`src/apso_consts.svh`:
```
// Offsets, field positions, reset values and timing figures of the
// converter power-state and output-port block.
// Assumes a 100 MHz block clock and 32-bit register data.
`ifndef APSO_CONSTS_SVH
`define APSO_CONSTS_SVH

`define APSO_DATA_W 14
`define APSO_LVDS_BITS 11
`define APSO_LVDS_PAIRS 6

`define APSO_REG_CONFIG 8'h00
`define APSO_REG_DRIVE 8'h04
`define APSO_REG_STATUS 8'h08

`define APSO_CFG_MODE_LSB 0
`define APSO_CFG_SERIAL_BIT 3
`define APSO_CFG_LVDS_BIT 4
`define APSO_CFG_IFSEL_BIT 5
`define APSO_DRV_DATA_LSB 0
`define APSO_DRV_CLK_LSB 2

`define APSO_CONFIG_RST 32'h0000_0000
`define APSO_DRIVE_RST 32'h0000_0000

`define APSO_CLK_PERIOD_NS 10
`define APSO_FAST_WAKE_NS 100
`define APSO_SLOW_WAKE_NS 15000
`define APSO_STOP_PERIOD_NS 1000

`endif

```
`src/apso_pkg.sv`:
```
// Types shared by the converter power-state and output-port block.
// Assumes apso_consts.svh is on the include path.
`include "apso_consts.svh"

package apso_pkg;

	typedef enum logic [2:0]
	{
		MODE_NORMAL = 3'h0,
		MODE_OFF_A = 3'h1,
		MODE_OFF_B = 3'h2,
		MODE_OFF_AB = 3'h3,
		MODE_GPD = 3'h4,
		MODE_STBY_A = 3'h5,
		MODE_STBY_B = 3'h6,
		MODE_MUX = 3'h7
	} apso_mode_t;

	typedef enum logic [2:0]
	{
		ST_RUN = 3'h1,
		ST_DOWN = 3'h2,
		ST_WAKE = 3'h4
	} apso_state_t;

	typedef struct packed
	{
		logic ref_on;
		logic conv_a_on;
		logic conv_b_on;
	} apso_pwr_t;

	typedef struct packed
	{
		logic [`APSO_DATA_W-1:0] a;
		logic [`APSO_DATA_W-1:0] b;
	} apso_pair_t;

endpackage

```
`src/apso_sync.sv`:
```
// Two-flop synchroniser for a group of unrelated levels.
// Assumes each bit is an independent level from outside the clock domain.
`timescale 1ns/1ps
`default_nettype none

module apso_sync #(
	parameter int unsigned W = 1
) (
	input wire logic i_clock,
	input wire logic i_rst_b,
	input wire logic [W-1:0] i_async,
	output logic [W-1:0] o_sync
);

	logic [W-1:0] meta_q;
	logic [W-1:0] meta_d;
	logic [W-1:0] sync_d;

	always_comb
	begin
		meta_d = i_async;
		sync_d = meta_q;
	end

	always_ff @(posedge i_clock or negedge i_rst_b)
	begin
		if (!i_rst_b)
		begin
			meta_q <= '0;
			o_sync <= '0;
		end
		else
		begin
			meta_q <= meta_d;
			o_sync <= sync_d;
		end
	end

endmodule

`default_nettype wire

```
`src/apso_core.sv`:
```
// Power-state control and sample output port of a dual 14-bit converter.
// Assumes samples arrive on the block clock; pins and sample clock do not.
//
// Our own choices: the plain strobed port and the placing of the registers.
`timescale 1ns/1ps
`default_nettype none
`include "apso_consts.svh"

module apso_core #(
	parameter int unsigned FAST_WAKE_CYC =
		(`APSO_FAST_WAKE_NS + `APSO_CLK_PERIOD_NS - 1) / `APSO_CLK_PERIOD_NS,
	parameter int unsigned SLOW_WAKE_CYC =
		(`APSO_SLOW_WAKE_NS + `APSO_CLK_PERIOD_NS - 1) / `APSO_CLK_PERIOD_NS,
	parameter int unsigned STOP_CYC =
		`APSO_STOP_PERIOD_NS / `APSO_CLK_PERIOD_NS
) (
	input wire logic i_clock,
	input wire logic i_rst_b,
	input wire logic i_sample_clock,
	input wire logic i_mode_pin_msb,
	input wire logic i_mode_pin_mid,
	input wire logic i_mode_pin_lsb,
	input wire logic i_interface_select_pin,
	input wire apso_pkg::apso_pair_t i_sample,
	input wire logic [7:0] i_addr,
	input wire logic [31:0] i_wdata,
	input wire logic i_wr,
	input wire logic i_rd,
	output logic [31:0] o_rdata,
	output logic [`APSO_DATA_W-1:0] o_bus_a_data,
	output logic [`APSO_DATA_W-1:0] o_bus_b_data,
	output logic o_bus_a_oe_b,
	output logic o_bus_b_oe_b,
	output logic o_sample_out_clock,
	output logic o_clock_oe_b,
	output logic o_data_valid,
	output logic o_low_power,
	output apso_pkg::apso_pwr_t o_power,
	output logic [1:0] o_data_drive_level,
	output logic [1:0] o_clock_drive_level
);
	import apso_pkg::*;

	// Even half of a pair slot carries bit 2k, odd half bit 2k+1 below bit 11, else zero
	function automatic logic [`APSO_LVDS_PAIRS-1:0] lvds_half(
		input logic [`APSO_DATA_W-1:0] d,
		input logic odd
	);
		logic [`APSO_LVDS_PAIRS-1:0] r;
		r = '0;
		for (int k = 0; k < `APSO_LVDS_PAIRS; k++)
		begin
			if (!odd)
				r[k] = d[2*k];
			else if (2*k + 1 < `APSO_LVDS_BITS)
				r[k] = d[2*k+1];
		end
		return r;
	endfunction

	logic [4:0] sync_s;
	logic sclk_s;
	logic [2:0] pins_s;
	logic ifsel_s;

	apso_sync #(
		.W(5)
	) u_sync (
		.i_clock(i_clock),
		.i_rst_b(i_rst_b),
		.i_async({i_sample_clock, i_mode_pin_msb, i_mode_pin_mid,
			i_mode_pin_lsb, i_interface_select_pin}),
		.o_sync(sync_s)
	);

	assign sclk_s = sync_s[4];
	assign pins_s = sync_s[3:1];
	assign ifsel_s = sync_s[0];

	// Register file
	logic [2:0] cfg_mode_q, cfg_mode_d;
	logic cfg_serial_q, cfg_serial_d;
	logic cfg_lvds_q, cfg_lvds_d;
	logic cfg_ifsel_q, cfg_ifsel_d;
	logic [1:0] drv_data_q, drv_data_d;
	logic [1:0] drv_clk_q, drv_clk_d;
	logic [31:0] rdata_d;

	apso_mode_t eff_mode;
	logic lvds_eff;
	logic mux_eff;
	logic down_now;
	logic rise;
	logic fall;

	logic sclk_q, sclk_d;
	logic [15:0] gap_q, gap_d;
	logic stopped_q, stopped_d;
	apso_state_t state_q, state_d;
	logic [15:0] wake_cnt_q, wake_cnt_d;
	logic slow_q, slow_d;
	logic valid_d;

	always_comb
	begin
		cfg_mode_d = cfg_mode_q;
		cfg_serial_d = cfg_serial_q;
		cfg_lvds_d = cfg_lvds_q;
		cfg_ifsel_d = cfg_ifsel_q;
		drv_data_d = drv_data_q;
		drv_clk_d = drv_clk_q;
		rdata_d = '0;
		if (i_wr)
		begin
			case (i_addr)
				`APSO_REG_CONFIG:
				begin
					cfg_mode_d = i_wdata[`APSO_CFG_MODE_LSB +: 3];
					cfg_serial_d = i_wdata[`APSO_CFG_SERIAL_BIT];
					cfg_lvds_d = i_wdata[`APSO_CFG_LVDS_BIT];
					cfg_ifsel_d = i_wdata[`APSO_CFG_IFSEL_BIT];
				end
				`APSO_REG_DRIVE:
				begin
					drv_data_d = i_wdata[`APSO_DRV_DATA_LSB +: 2];
					drv_clk_d = i_wdata[`APSO_DRV_CLK_LSB +: 2];
				end
				default:
				begin
				end
			endcase
		end
		if (i_rd)
		begin
			case (i_addr)
				`APSO_REG_CONFIG:
					rdata_d = {26'h0, cfg_ifsel_q, cfg_lvds_q, cfg_serial_q,
						cfg_mode_q};
				`APSO_REG_DRIVE:
					rdata_d = {28'h0, drv_clk_q, drv_data_q};
				`APSO_REG_STATUS:
					rdata_d = {23'h0, o_power, o_data_valid, stopped_q,
						lvds_eff, eff_mode};
				default:
					rdata_d = '0;
			endcase
		end
	end

	always_ff @(posedge i_clock or negedge i_rst_b)
	begin
		if (!i_rst_b)
		begin
			cfg_mode_q <= 3'(`APSO_CONFIG_RST >> `APSO_CFG_MODE_LSB);
			cfg_serial_q <= 1'(`APSO_CONFIG_RST >> `APSO_CFG_SERIAL_BIT);
			cfg_lvds_q <= 1'(`APSO_CONFIG_RST >> `APSO_CFG_LVDS_BIT);
			cfg_ifsel_q <= 1'(`APSO_CONFIG_RST >> `APSO_CFG_IFSEL_BIT);
			drv_data_q <= 2'(`APSO_DRIVE_RST >> `APSO_DRV_DATA_LSB);
			drv_clk_q <= 2'(`APSO_DRIVE_RST >> `APSO_DRV_CLK_LSB);
			o_rdata <= '0;
		end
		else
		begin
			cfg_mode_q <= cfg_mode_d;
			cfg_serial_q <= cfg_serial_d;
			cfg_lvds_q <= cfg_lvds_d;
			cfg_ifsel_q <= cfg_ifsel_d;
			drv_data_q <= drv_data_d;
			drv_clk_q <= drv_clk_d;
			o_rdata <= rdata_d;
		end
	end

	// Source of the power state and of the interface type
	always_comb
	begin
		eff_mode = cfg_serial_q ? apso_mode_t'(cfg_mode_q) :
			apso_mode_t'(pins_s);
		lvds_eff = cfg_ifsel_q ? cfg_lvds_q : ifsel_s;
		// Mux in LVDS is not offered, so it falls back to normal
		mux_eff = (eff_mode == MODE_MUX) && !lvds_eff;
		down_now = stopped_q || !(eff_mode == MODE_NORMAL ||
			eff_mode == MODE_MUX);
		rise = sclk_s && !sclk_q;
		fall = !sclk_s && sclk_q;
	end

	// Clock-stop watch and wake sequencing
	always_comb
	begin
		sclk_d = sclk_s;
		gap_d = gap_q;
		stopped_d = stopped_q;
		state_d = state_q;
		wake_cnt_d = wake_cnt_q;
		slow_d = slow_q;
		if (rise)
		begin
			gap_d = '0;
			stopped_d = 1'b0;
		end
		else if (gap_q >= 16'(STOP_CYC))
			stopped_d = 1'b1;
		else
			gap_d = gap_q + 16'h0001;
		case (state_q)
			ST_RUN:
			begin
				slow_d = 1'b0;
				if (down_now)
				begin
					state_d = ST_DOWN;
					slow_d = (eff_mode == MODE_GPD) || stopped_q;
				end
			end
			ST_DOWN:
			begin
				slow_d = slow_q || (eff_mode == MODE_GPD) || stopped_q;
				if (!down_now)
				begin
					state_d = ST_WAKE;
					wake_cnt_d = slow_q ? 16'(SLOW_WAKE_CYC - 1) :
						16'(FAST_WAKE_CYC - 1);
				end
			end
			ST_WAKE:
			begin
				if (down_now)
				begin
					state_d = ST_DOWN;
				end
				else if (wake_cnt_q == 16'h0000)
					state_d = ST_RUN;
				else
					wake_cnt_d = wake_cnt_q - 16'h0001;
			end
			default:
				state_d = ST_DOWN;
		endcase
		valid_d = (state_d == ST_RUN);
	end

	always_ff @(posedge i_clock or negedge i_rst_b)
	begin
		if (!i_rst_b)
		begin
			sclk_q <= 1'b0;
			gap_q <= '0;
			stopped_q <= 1'b0;
			state_q <= ST_RUN;
			wake_cnt_q <= '0;
			slow_q <= 1'b0;
			o_data_valid <= 1'b0;
		end
		else
		begin
			sclk_q <= sclk_d;
			gap_q <= gap_d;
			stopped_q <= stopped_d;
			state_q <= state_d;
			wake_cnt_q <= wake_cnt_d;
			slow_q <= slow_d;
			o_data_valid <= valid_d;
		end
	end

	// Output port
	apso_pair_t cap_q, cap_d;
	logic [`APSO_DATA_W-1:0] bus_a_d, bus_b_d;
	logic oe_a_d, oe_b_d, oe_clk_d;
	apso_pwr_t pwr_d;
	logic gpd;

	always_comb
	begin
		gpd = (eff_mode == MODE_GPD);
		cap_d = cap_q;
		bus_a_d = o_bus_a_data;
		bus_b_d = o_bus_b_data;
		oe_a_d = gpd || eff_mode == MODE_OFF_A ||
			eff_mode == MODE_OFF_AB || mux_eff;
		oe_b_d = gpd || eff_mode == MODE_OFF_B ||
			eff_mode == MODE_OFF_AB;
		oe_clk_d = gpd;
		pwr_d.ref_on = !gpd;
		pwr_d.conv_a_on = !(gpd || stopped_q ||
			eff_mode == MODE_STBY_A);
		pwr_d.conv_b_on = !(gpd || stopped_q || eff_mode == MODE_STBY_B);
		if (lvds_eff)
		begin
			if (rise)
			begin
				cap_d = i_sample;
				bus_a_d = {8'h00, lvds_half(i_sample.a, 1'b0)};
				bus_b_d = {8'h00, lvds_half(i_sample.b, 1'b0)};
			end
			else if (fall)
			begin
				bus_a_d = {8'h00, lvds_half(cap_q.a, 1'b1)};
				bus_b_d = {8'h00, lvds_half(cap_q.b, 1'b1)};
			end
		end
		else if (mux_eff)
		begin
			// Doubles the bus rate, hence only for slow sample clocks
			if (rise)
			begin
				cap_d = i_sample;
				bus_b_d = i_sample.a;
			end
			else if (fall)
				bus_b_d = cap_q.b;
		end
		else if (rise)
		begin
			cap_d = i_sample;
			bus_a_d = i_sample.a;
			bus_b_d = i_sample.b;
		end
	end

	always_ff @(posedge i_clock or negedge i_rst_b)
	begin
		if (!i_rst_b)
		begin
			cap_q <= '0;
			o_bus_a_data <= '0;
			o_bus_b_data <= '0;
			o_bus_a_oe_b <= 1'b1;
			o_bus_b_oe_b <= 1'b1;
			o_clock_oe_b <= 1'b1;
			o_sample_out_clock <= 1'b0;
			o_power <= '0;
			o_low_power <= 1'b0;
			o_data_drive_level <= '0;
			o_clock_drive_level <= '0;
		end
		else
		begin
			cap_q <= cap_d;
			o_bus_a_data <= bus_a_d;
			o_bus_b_data <= bus_b_d;
			o_bus_a_oe_b <= oe_a_d;
			o_bus_b_oe_b <= oe_b_d;
			o_clock_oe_b <= oe_clk_d;
			o_sample_out_clock <= sclk_s;
			o_power <= pwr_d;
			o_low_power <= stopped_q;
			o_data_drive_level <= drv_data_q;
			o_clock_drive_level <= drv_clk_q;
		end
	end
endmodule

`default_nettype wire

```
`config.mk`:
```
export PLATFORM = sky130hd
export DESIGN_NAME = apso_core
export DESIGN_NICKNAME = d
export VERILOG_FILES = /design/src/apso_pkg.sv /design/src/apso_sync.sv /design/src/apso_core.sv
export VERILOG_INCLUDE_DIRS = /design/src
export SDC_FILE = /design/constraint.sdc
export NUM_CORES = 1
export LEC_CHECK = 0
export ABC_CLOCK_PERIOD_IN_PS = 5200
export BUFFER_PORTS_ARGS = -buffer_cell sky130_fd_sc_hd__buf_2
export CAP_MARGIN = 40
export CORE_MARGIN = 1
export CORE_UTILIZATION = 50
export CTS_CLUSTER_DIAMETER = 200
export CTS_CLUSTER_SIZE = 12
export DETAILED_ROUTE_END_ITERATION = 6
export PLACE_DENSITY = 0.76
export SYNTH_ARGS = -nofsm -noshare
export SYNTH_HDL_FRONTEND = slang
export SYNTH_SLANG_ARGS = --single-unit
export TNS_END_PERCENT = 10
```
`constraint.sdc`:
```
create_clock -name i_clock -period 5.2 [get_ports i_clock]
set_input_delay 1.04 -clock i_clock [delete_from_list [all_inputs] [get_ports i_clock]]
set_output_delay 1.04 -clock i_clock [all_outputs]
set_load 0.05 [all_outputs]
```
==> results.yml, run 1 <==
run_status:
  status: "completed"
drt:
  drc: 0
  dr.pass1.iters: 6
  avgViaCountPerCell: 5.47
  routed-via-count: 4337
  dr.first_iter.drc_count: 282
  route.final.wire_length_mm: 12.2
  antenna_left: 0
  routedWlPerCell_um: 15.4
clock_tree:
  cts_tree: "yes"
  clock-root-buffer: "clkbuf_16"
  cts_made_buffers: 17
  cts_setup_buffers: 0
  clockBufferDepth: 2
  cts.sinks: 126
  ctsHoldBuffers: 0
  path_clk_slew_ns: 0.05
  cts_resized: 0
  htreeDepth: 4
  clock_latency_ns: 0.41
finish:
  insertedDiodeCount: 0
  multi_input_area_mm2: 0.00226
  fin_nets: 721
  regArea_mm2: 0.00316
  drive_gt1_share_pct: 26.0
  areaGrowthSynthToFinish_pct: 19.8
  nFillCells: 895
die:
  io_pins: 150
  core_mm2: 0.0109
  die_h_um: 108
  start_util_pct: 51.6
  fp-row-count: 38
  die_w_um: 108
  die-area_mm2: 0.0117
sta:
  hold_viol: 0
  rsz0062_at_grt: "false"
  slew_viol_final: 0
  slew_headroom_pct: 37.7
  period_share_pct: 52.3
  fin_tns_setup_ns: 0
  finalSetupViolations: 0
  fin_worst_skew_ns: 0.00755
  setup_ws_ns: 2.48
  clock.fmax_mhz: 368
  worstMarginPinSlew_ns: 0.932
  period_needed_ns: 2.72
synthesis:
  synthMuxAreaShare_pct: 6.20
  ys_ff_latch: 126
  synth_compound_area_share_pct: 14.7
  synthAdderAreaFrac_pct: 0.886
  yosysWarnings: 0
  synth.area.top_cells: "dfrtp_1 54%, nand2_1 5.4%, mux2_2 4.2%, buf_4 3.1%, o21ai_0 2.9%"
  async_flop_share_pct: 100
  syn-cell-area_mm2: 0.00565
  synth_commonest_cells: "122 x dfrtp_1, 81 x nand2_1, 38 x nor2_1"
  ys_types: 57
  synth_top_family_by_area: "simple AND/OR/NAND/NOR gates"
  synth.largest_area_cell: "dfrtp_1"
  synth-edff-count: 0
  syn_inst: 543
  ys_seq_area_share_pct: 55.9
  syn_avg_cell_area_um2: 10.4
  synthSimpleGateAreaFrac_pct: 15.7
  synth_most_common_cell: "dfrtp_1"
  synth_xor_area_share_pct: 0.776
  synth-main-ff-cell: "dfrtp_1"
  synth_top_area_share_pct: 54.1
placement:
  io_buffers: 100
  gp_congestion: 0.853
  hpwl_mm: 8.59
  dp_slack_ns: 2.51
power_and_ir_drop:
  ir_worst_vdd_mv: 0.214
  power_mw: 2.68
  p_leak_nw: 3.27
  p_per_area_mw_per_mm2: 397
worst_setup_path:
  critPathRequiredTime_ns: 5.53
  critPathCaptureType: "register"
  rr_startpoint: "wake_cnt_q[0]$_DFFE_PN0P_"
  worstPathArrival_ns: 3.05
  reg2reg_slack_ns: 2.48
  cp-startpoint: "wake_cnt_q[0]$_DFFE_PN0P_"
  crit_type: "register to register"
  worstSetupStartpointType: "register"
  crit_fanout: 8
run:
  cap_violations: 0
worst_hold_path:
  min-delay-start: "u_sync.meta_q[1]$_DFF_PN0_"
  hp-class: "register to register"
grt:
  grt_first_pass_wirelength_mm: 20.2
  antenna_found_initial: 0
  grt_pass1_vias: 4204
  grtUsageTotal_pct: 22.7
  grt.overflow.total: 0
  grt_max_degree: 58
[cells in the final DEF (no fill, tap or decap), types with 13 or more instances in the layout]
cell	Yosys	routed
dfrtp_1	122	122
mux2_2	21	21
nor2_1	38	38
o21ai_0	33	33
buf_2	3	99
a21oi_1	31	31
nand2_1	81	81
nand3_1	13	13
clkbuf_16	0	17
conb_1	1	23
[layout make-up]
cell class | instances | share of cell area [%]
sequential | 126 | 46.7
multi-input combinational | 378 | 33.5
timing repair buffer | 105 | 8.58
clock buffer | 24 | 6.97
tap | 140 | 2.59
clock inverter | 8 | 1.02
inverter | 12 | 0.666
[routing by layer]
metal / wire, um / up-vias / track usage [%] / share of wire (%)
met4: 237 / 0 / 10.1 / 1.9
li1: - / 2070 / - / -
met5: 0 / - / 0 / 0
met2: 6010 / 113 / 36.0 / 49
met3: 525 / 25 / 5.42 / 4.3
met1: 5440 / 2129 / 29.5 / 45
[per-stage QoR]
step | cell area (um2) | cells | hold slack, ns | utilization (%)
after global placement | 6170 | 759 | 0.339 | 56.4
final | 6760 | 793 | 0.347 | 61.9
after detailed placement | 6220 | 761 | 0.337 | 56.9
after CTS | 6760 | 793 | 0.348 | 61.9
after global routing | 6760 | 793 | 0.360 | 61.9
after floorplan | 5730 | 565 | 0.331 | -
[cell families after synthesis]
group,Yosys count
simple gates,186
compound gates,128
flops,126
buf+inv,61
mux,32
xor+xnor,5
fa+ha+maj,4
other cells,1
[critical path: stages (launching register included)]
cell and delay [ns]:
dfrtp_1 0.40, inv_1 0.07, ha_1 0.16, nor3b_1 0.64, nand3_1 0.32, o21ai_2 0.42, o21ai_0 0.37, a2bb2oi_1 0.25
[flip-flops by register name, indices dropped and copies added, names as in the netlist, 3 cells and up]
| name | cells |
|---|---|
| cap_q | 19 |
| gap_q | 16 |
| wake_cnt_q | 16 |
| o_bus_a_data | 14 |
| o_bus_b_data | 14 |
| o_rdata | 9 |
| u_sync.meta_q | 5 |
| u_sync.o_sync | 5 |
| cfg_mode_q | 3 |
| o_power | 3 |
| state_q | 3 |
[report_power, final]
group / internal [mW] / switching, mW / total (mW)
registers: 1.07 / 0.0645 / 1.14
logic: 0.128 / 0.341 / 0.470
clock network: 0.677 / 0.400 / 1.08
total: 1.88 / 0.806 / 2.68
[final timing paths]
path                                                    to  depth (start not counted)
hold reg to reg                 u_sync.o_sync[1]$_DFF_PN0_                          0
min in group asynchronous            gap_q[13]$_DFFE_PN0P_                          1
setup / recovery                wake_cnt_q[10]$_DFFE_PN0P_                          7
max in group asynchronous  o_data_drive_level[0]$_DFF_PN0_                          2
hold / removal                  u_sync.o_sync[1]$_DFF_PN0_                          0
setup reg to reg                wake_cnt_q[10]$_DFFE_PN0P_                          7
No activity file was read; power rests on OpenSTA's default activity.
==> run 2, diff against run 1 <==
--- a/config.mk
+++ b/config.mk
@@ -6,7 +6,7 @@
 export SDC_FILE = /design/constraint.sdc
 export NUM_CORES = 1
 export LEC_CHECK = 0
-export ABC_CLOCK_PERIOD_IN_PS = 5200
+export ABC_CLOCK_PERIOD_IN_PS = 2600
 export BUFFER_PORTS_ARGS = -buffer_cell sky130_fd_sc_hd__buf_2
 export CAP_MARGIN = 40
 export CORE_MARGIN = 1
==> constraint.sdc (replaced) <==
create_clock -name i_clock -period 2.6 [get_ports i_clock]
set_input_delay 0.52 -clock i_clock [delete_from_list [all_inputs] [get_ports i_clock]]
set_output_delay 0.52 -clock i_clock [all_outputs]
set_load 0.05 [all_outputs]
==> run 2 against run 1 <==
Compared with the run above: clock skew shrank 0.0028 ns; global-route usage grew 0.64 points; sequential share of layout area shrank 0.81 points; via count grew 0.58%; worst hold slack lost 0.14 ns; utilization grew 1.1 points; total power grew 110%; cell count grew 1.0%; worst setup slack lost 2.3 ns; first-iteration DRC count shrank 3.5%; count of clock-buffer cells in the layout shrank 5; critical path type unchanged.
==> results.yml, run 2 (same netlist as run 1, synthesis figures left out) <==
clock_tree:
  path_clk_slew_ns: 0.06
  clockBufferDepth: 2
  cts_tree: "yes"
  cts_setup_buffers: 0
  clock-root-buffer: "clkbuf_16"
  cts.sinks: 126
  cts_resized: 0
  ctsHoldBuffers: 0
  cts_made_buffers: 17
  clock_latency_ns: 0.41
  htreeDepth: 4
sta:
  period_share_pct: 91.4
  setup_ws_ns: 0.225
  slew_headroom_pct: 51.0
  hold_viol: 0
  slew_viol_final: 0
  worstMarginPinSlew_ns: 0.733
  fin_tns_setup_ns: 0
  fin_worst_skew_ns: 0.00476
  period_needed_ns: 2.38
  finalSetupViolations: 0
  clock.fmax_mhz: 421
  rsz0062_at_grt: "false"
worst_setup_path:
  worstSetupStartpointType: "register"
  slowest_delay_ns: 0.51
  cpMostUsedCell: "or3_4"
  crit_fanout: 19
  path_cells: "mux2i_1 > or3_4 > a21o_1 > or3_4 > o31ai_1"
  cp_slowest_cell: "dfrtp_1"
  reg2reg_slack_ns: 0.22
  critPathCaptureType: "register"
  critPathRequiredTime_ns: 2.91
  worstPathArrival_ns: 2.69
  crit_type: "register to register"
power_and_ir_drop:
  ir_worst_vdd_mv: 0.405
  power_frac_comb_pct: 16.6
  swShare_pct: 29.5
  power.internal_mw: 4.04
  p_leak_nw: 3.33
  p_per_area_mw_per_mm2: 832
  switchingPower_mw: 1.69
  p_clk_share_pct: 43.8
  pwr-share-seq_pct: 39.6
die:
  die-area_mm2: 0.0117
  die_h_um: 108
  start_util_pct: 51.6
  core_mm2: 0.0109
  die_w_um: 108
  io_pins: 150
  fp-row-count: 38
placement:
  io_buffers: 100
  gp_congestion: 0.831
  hpwl_mm: 8.40
  dp_slack_ns: 0.265
drt:
  dr.pass1.iters: 5
  routedWlPerCell_um: 15.6
  routed-via-count: 4362
  dr.first_iter.drc_count: 272
  route.final.wire_length_mm: 12.5
  drc: 0
  antenna_left: 0
  avgViaCountPerCell: 5.45
run:
  cap_violations: 0
finish:
  most-common-layout-cells: "122 x dfrtp_1, 99 x buf_2, 81 x nand2_1"
  regMostFlops: "cap_q"
  largest_reg_flops: 19
  layout_commonest_cell: "dfrtp_1"
  drive_gt1_share_pct: 27.5
  insertedDiodeCount: 0
  fin_nets: 729
  areaGrowthSynthToFinish_pct: 21.9
  finish.utilization_pct: 63.0
  reg.largest.list: "cap_q: 19 flops, gap_q: 16 flops, wake_cnt_q: 16 flops"
worst_hold_path:
  hp-class: "input port to register"
grt:
  grt.overflow.total: 0
  grtUsageTotal_pct: 23.3
  grt_max_degree: 127
  antenna_found_initial: 0
  grt_pass1_vias: 4329
  grt_first_pass_wirelength_mm: 20.9
run_status:
  status: "completed"
[run 2: power groups by stage]
stage	Sequential [mW]	Combinational [mW]	Clock [mW]
after floorplan	2.55	0.432	0
after global placement	2.29	0.922	0
after detailed placement	2.30	0.943	0
after CTS	2.27	0.952	2.54
after global routing	2.29	1.03	2.63
final	2.27	0.949	2.51
[run 2: worst paths after layout]
path                            cells past startpoint                           end                       start
worst min register to register                      0    u_sync.o_sync[1]$_DFF_PN0_  u_sync.meta_q[1]$_DFF_PN0_
worst max-delay path                                5    wake_cnt_q[13]$_DFFE_PN0P_    cfg_serial_q$_DFFE_PN0P_
worst max register to register                      5    wake_cnt_q[13]$_DFFE_PN0P_    cfg_serial_q$_DFFE_PN0P_
worst min-delay path                                1    u_sync.meta_q[4]$_DFF_PN0_              i_sample_clock
min in group asynchronous                           2  o_bus_a_data[11]$_DFFE_PN0P_                     i_rst_b
max in group asynchronous                           2          o_rdata[1]$_DFF_PN0_                     i_rst_b
[run 2: through the flow]
stage                     cell area (um2)  instances  total power [mW]  hold WS (ns)
after detailed placement             6250        768              3.24         0.345
after global routing                 6880        801              5.95         0.196
after CTS                            6880        800              5.76         0.198
after global placement               6250        768              3.21         0.336
after floorplan                      5730        565              2.99         0.224
final                                6880        801              5.73         0.208
[run 2: critical path: cells and delay by family, from the launching register on]
| family | cells | cell delay (ns) |
|---|---|---|
| simple gates | 2 | 0.93 |
| compound gates | 2 | 0.62 |
| mux | 1 | 0.22 |
| flops | 1 | 0.51 |
[run 2: layout make-up]
class | instances | area [um2]
Fill cell | 865 | 4050
Sequential cell | 126 | 3160
Multi-Input combinational cell | 378 | 2260
Timing Repair Buffer | 113 | 611
Clock buffer | 19 | 443
Clock inverter | 13 | 188
Tap cell | 140 | 175
Inverter | 12 | 45.0
[run 2: metal layers]
layer	GRT usage [%]	wire [um]	vias up
li1	-	-	2086
met1	30.0	5230	2112
met2	38.2	6390	139
met3	5.36	611	25
met4	9.36	257	0
met5	0	0	-
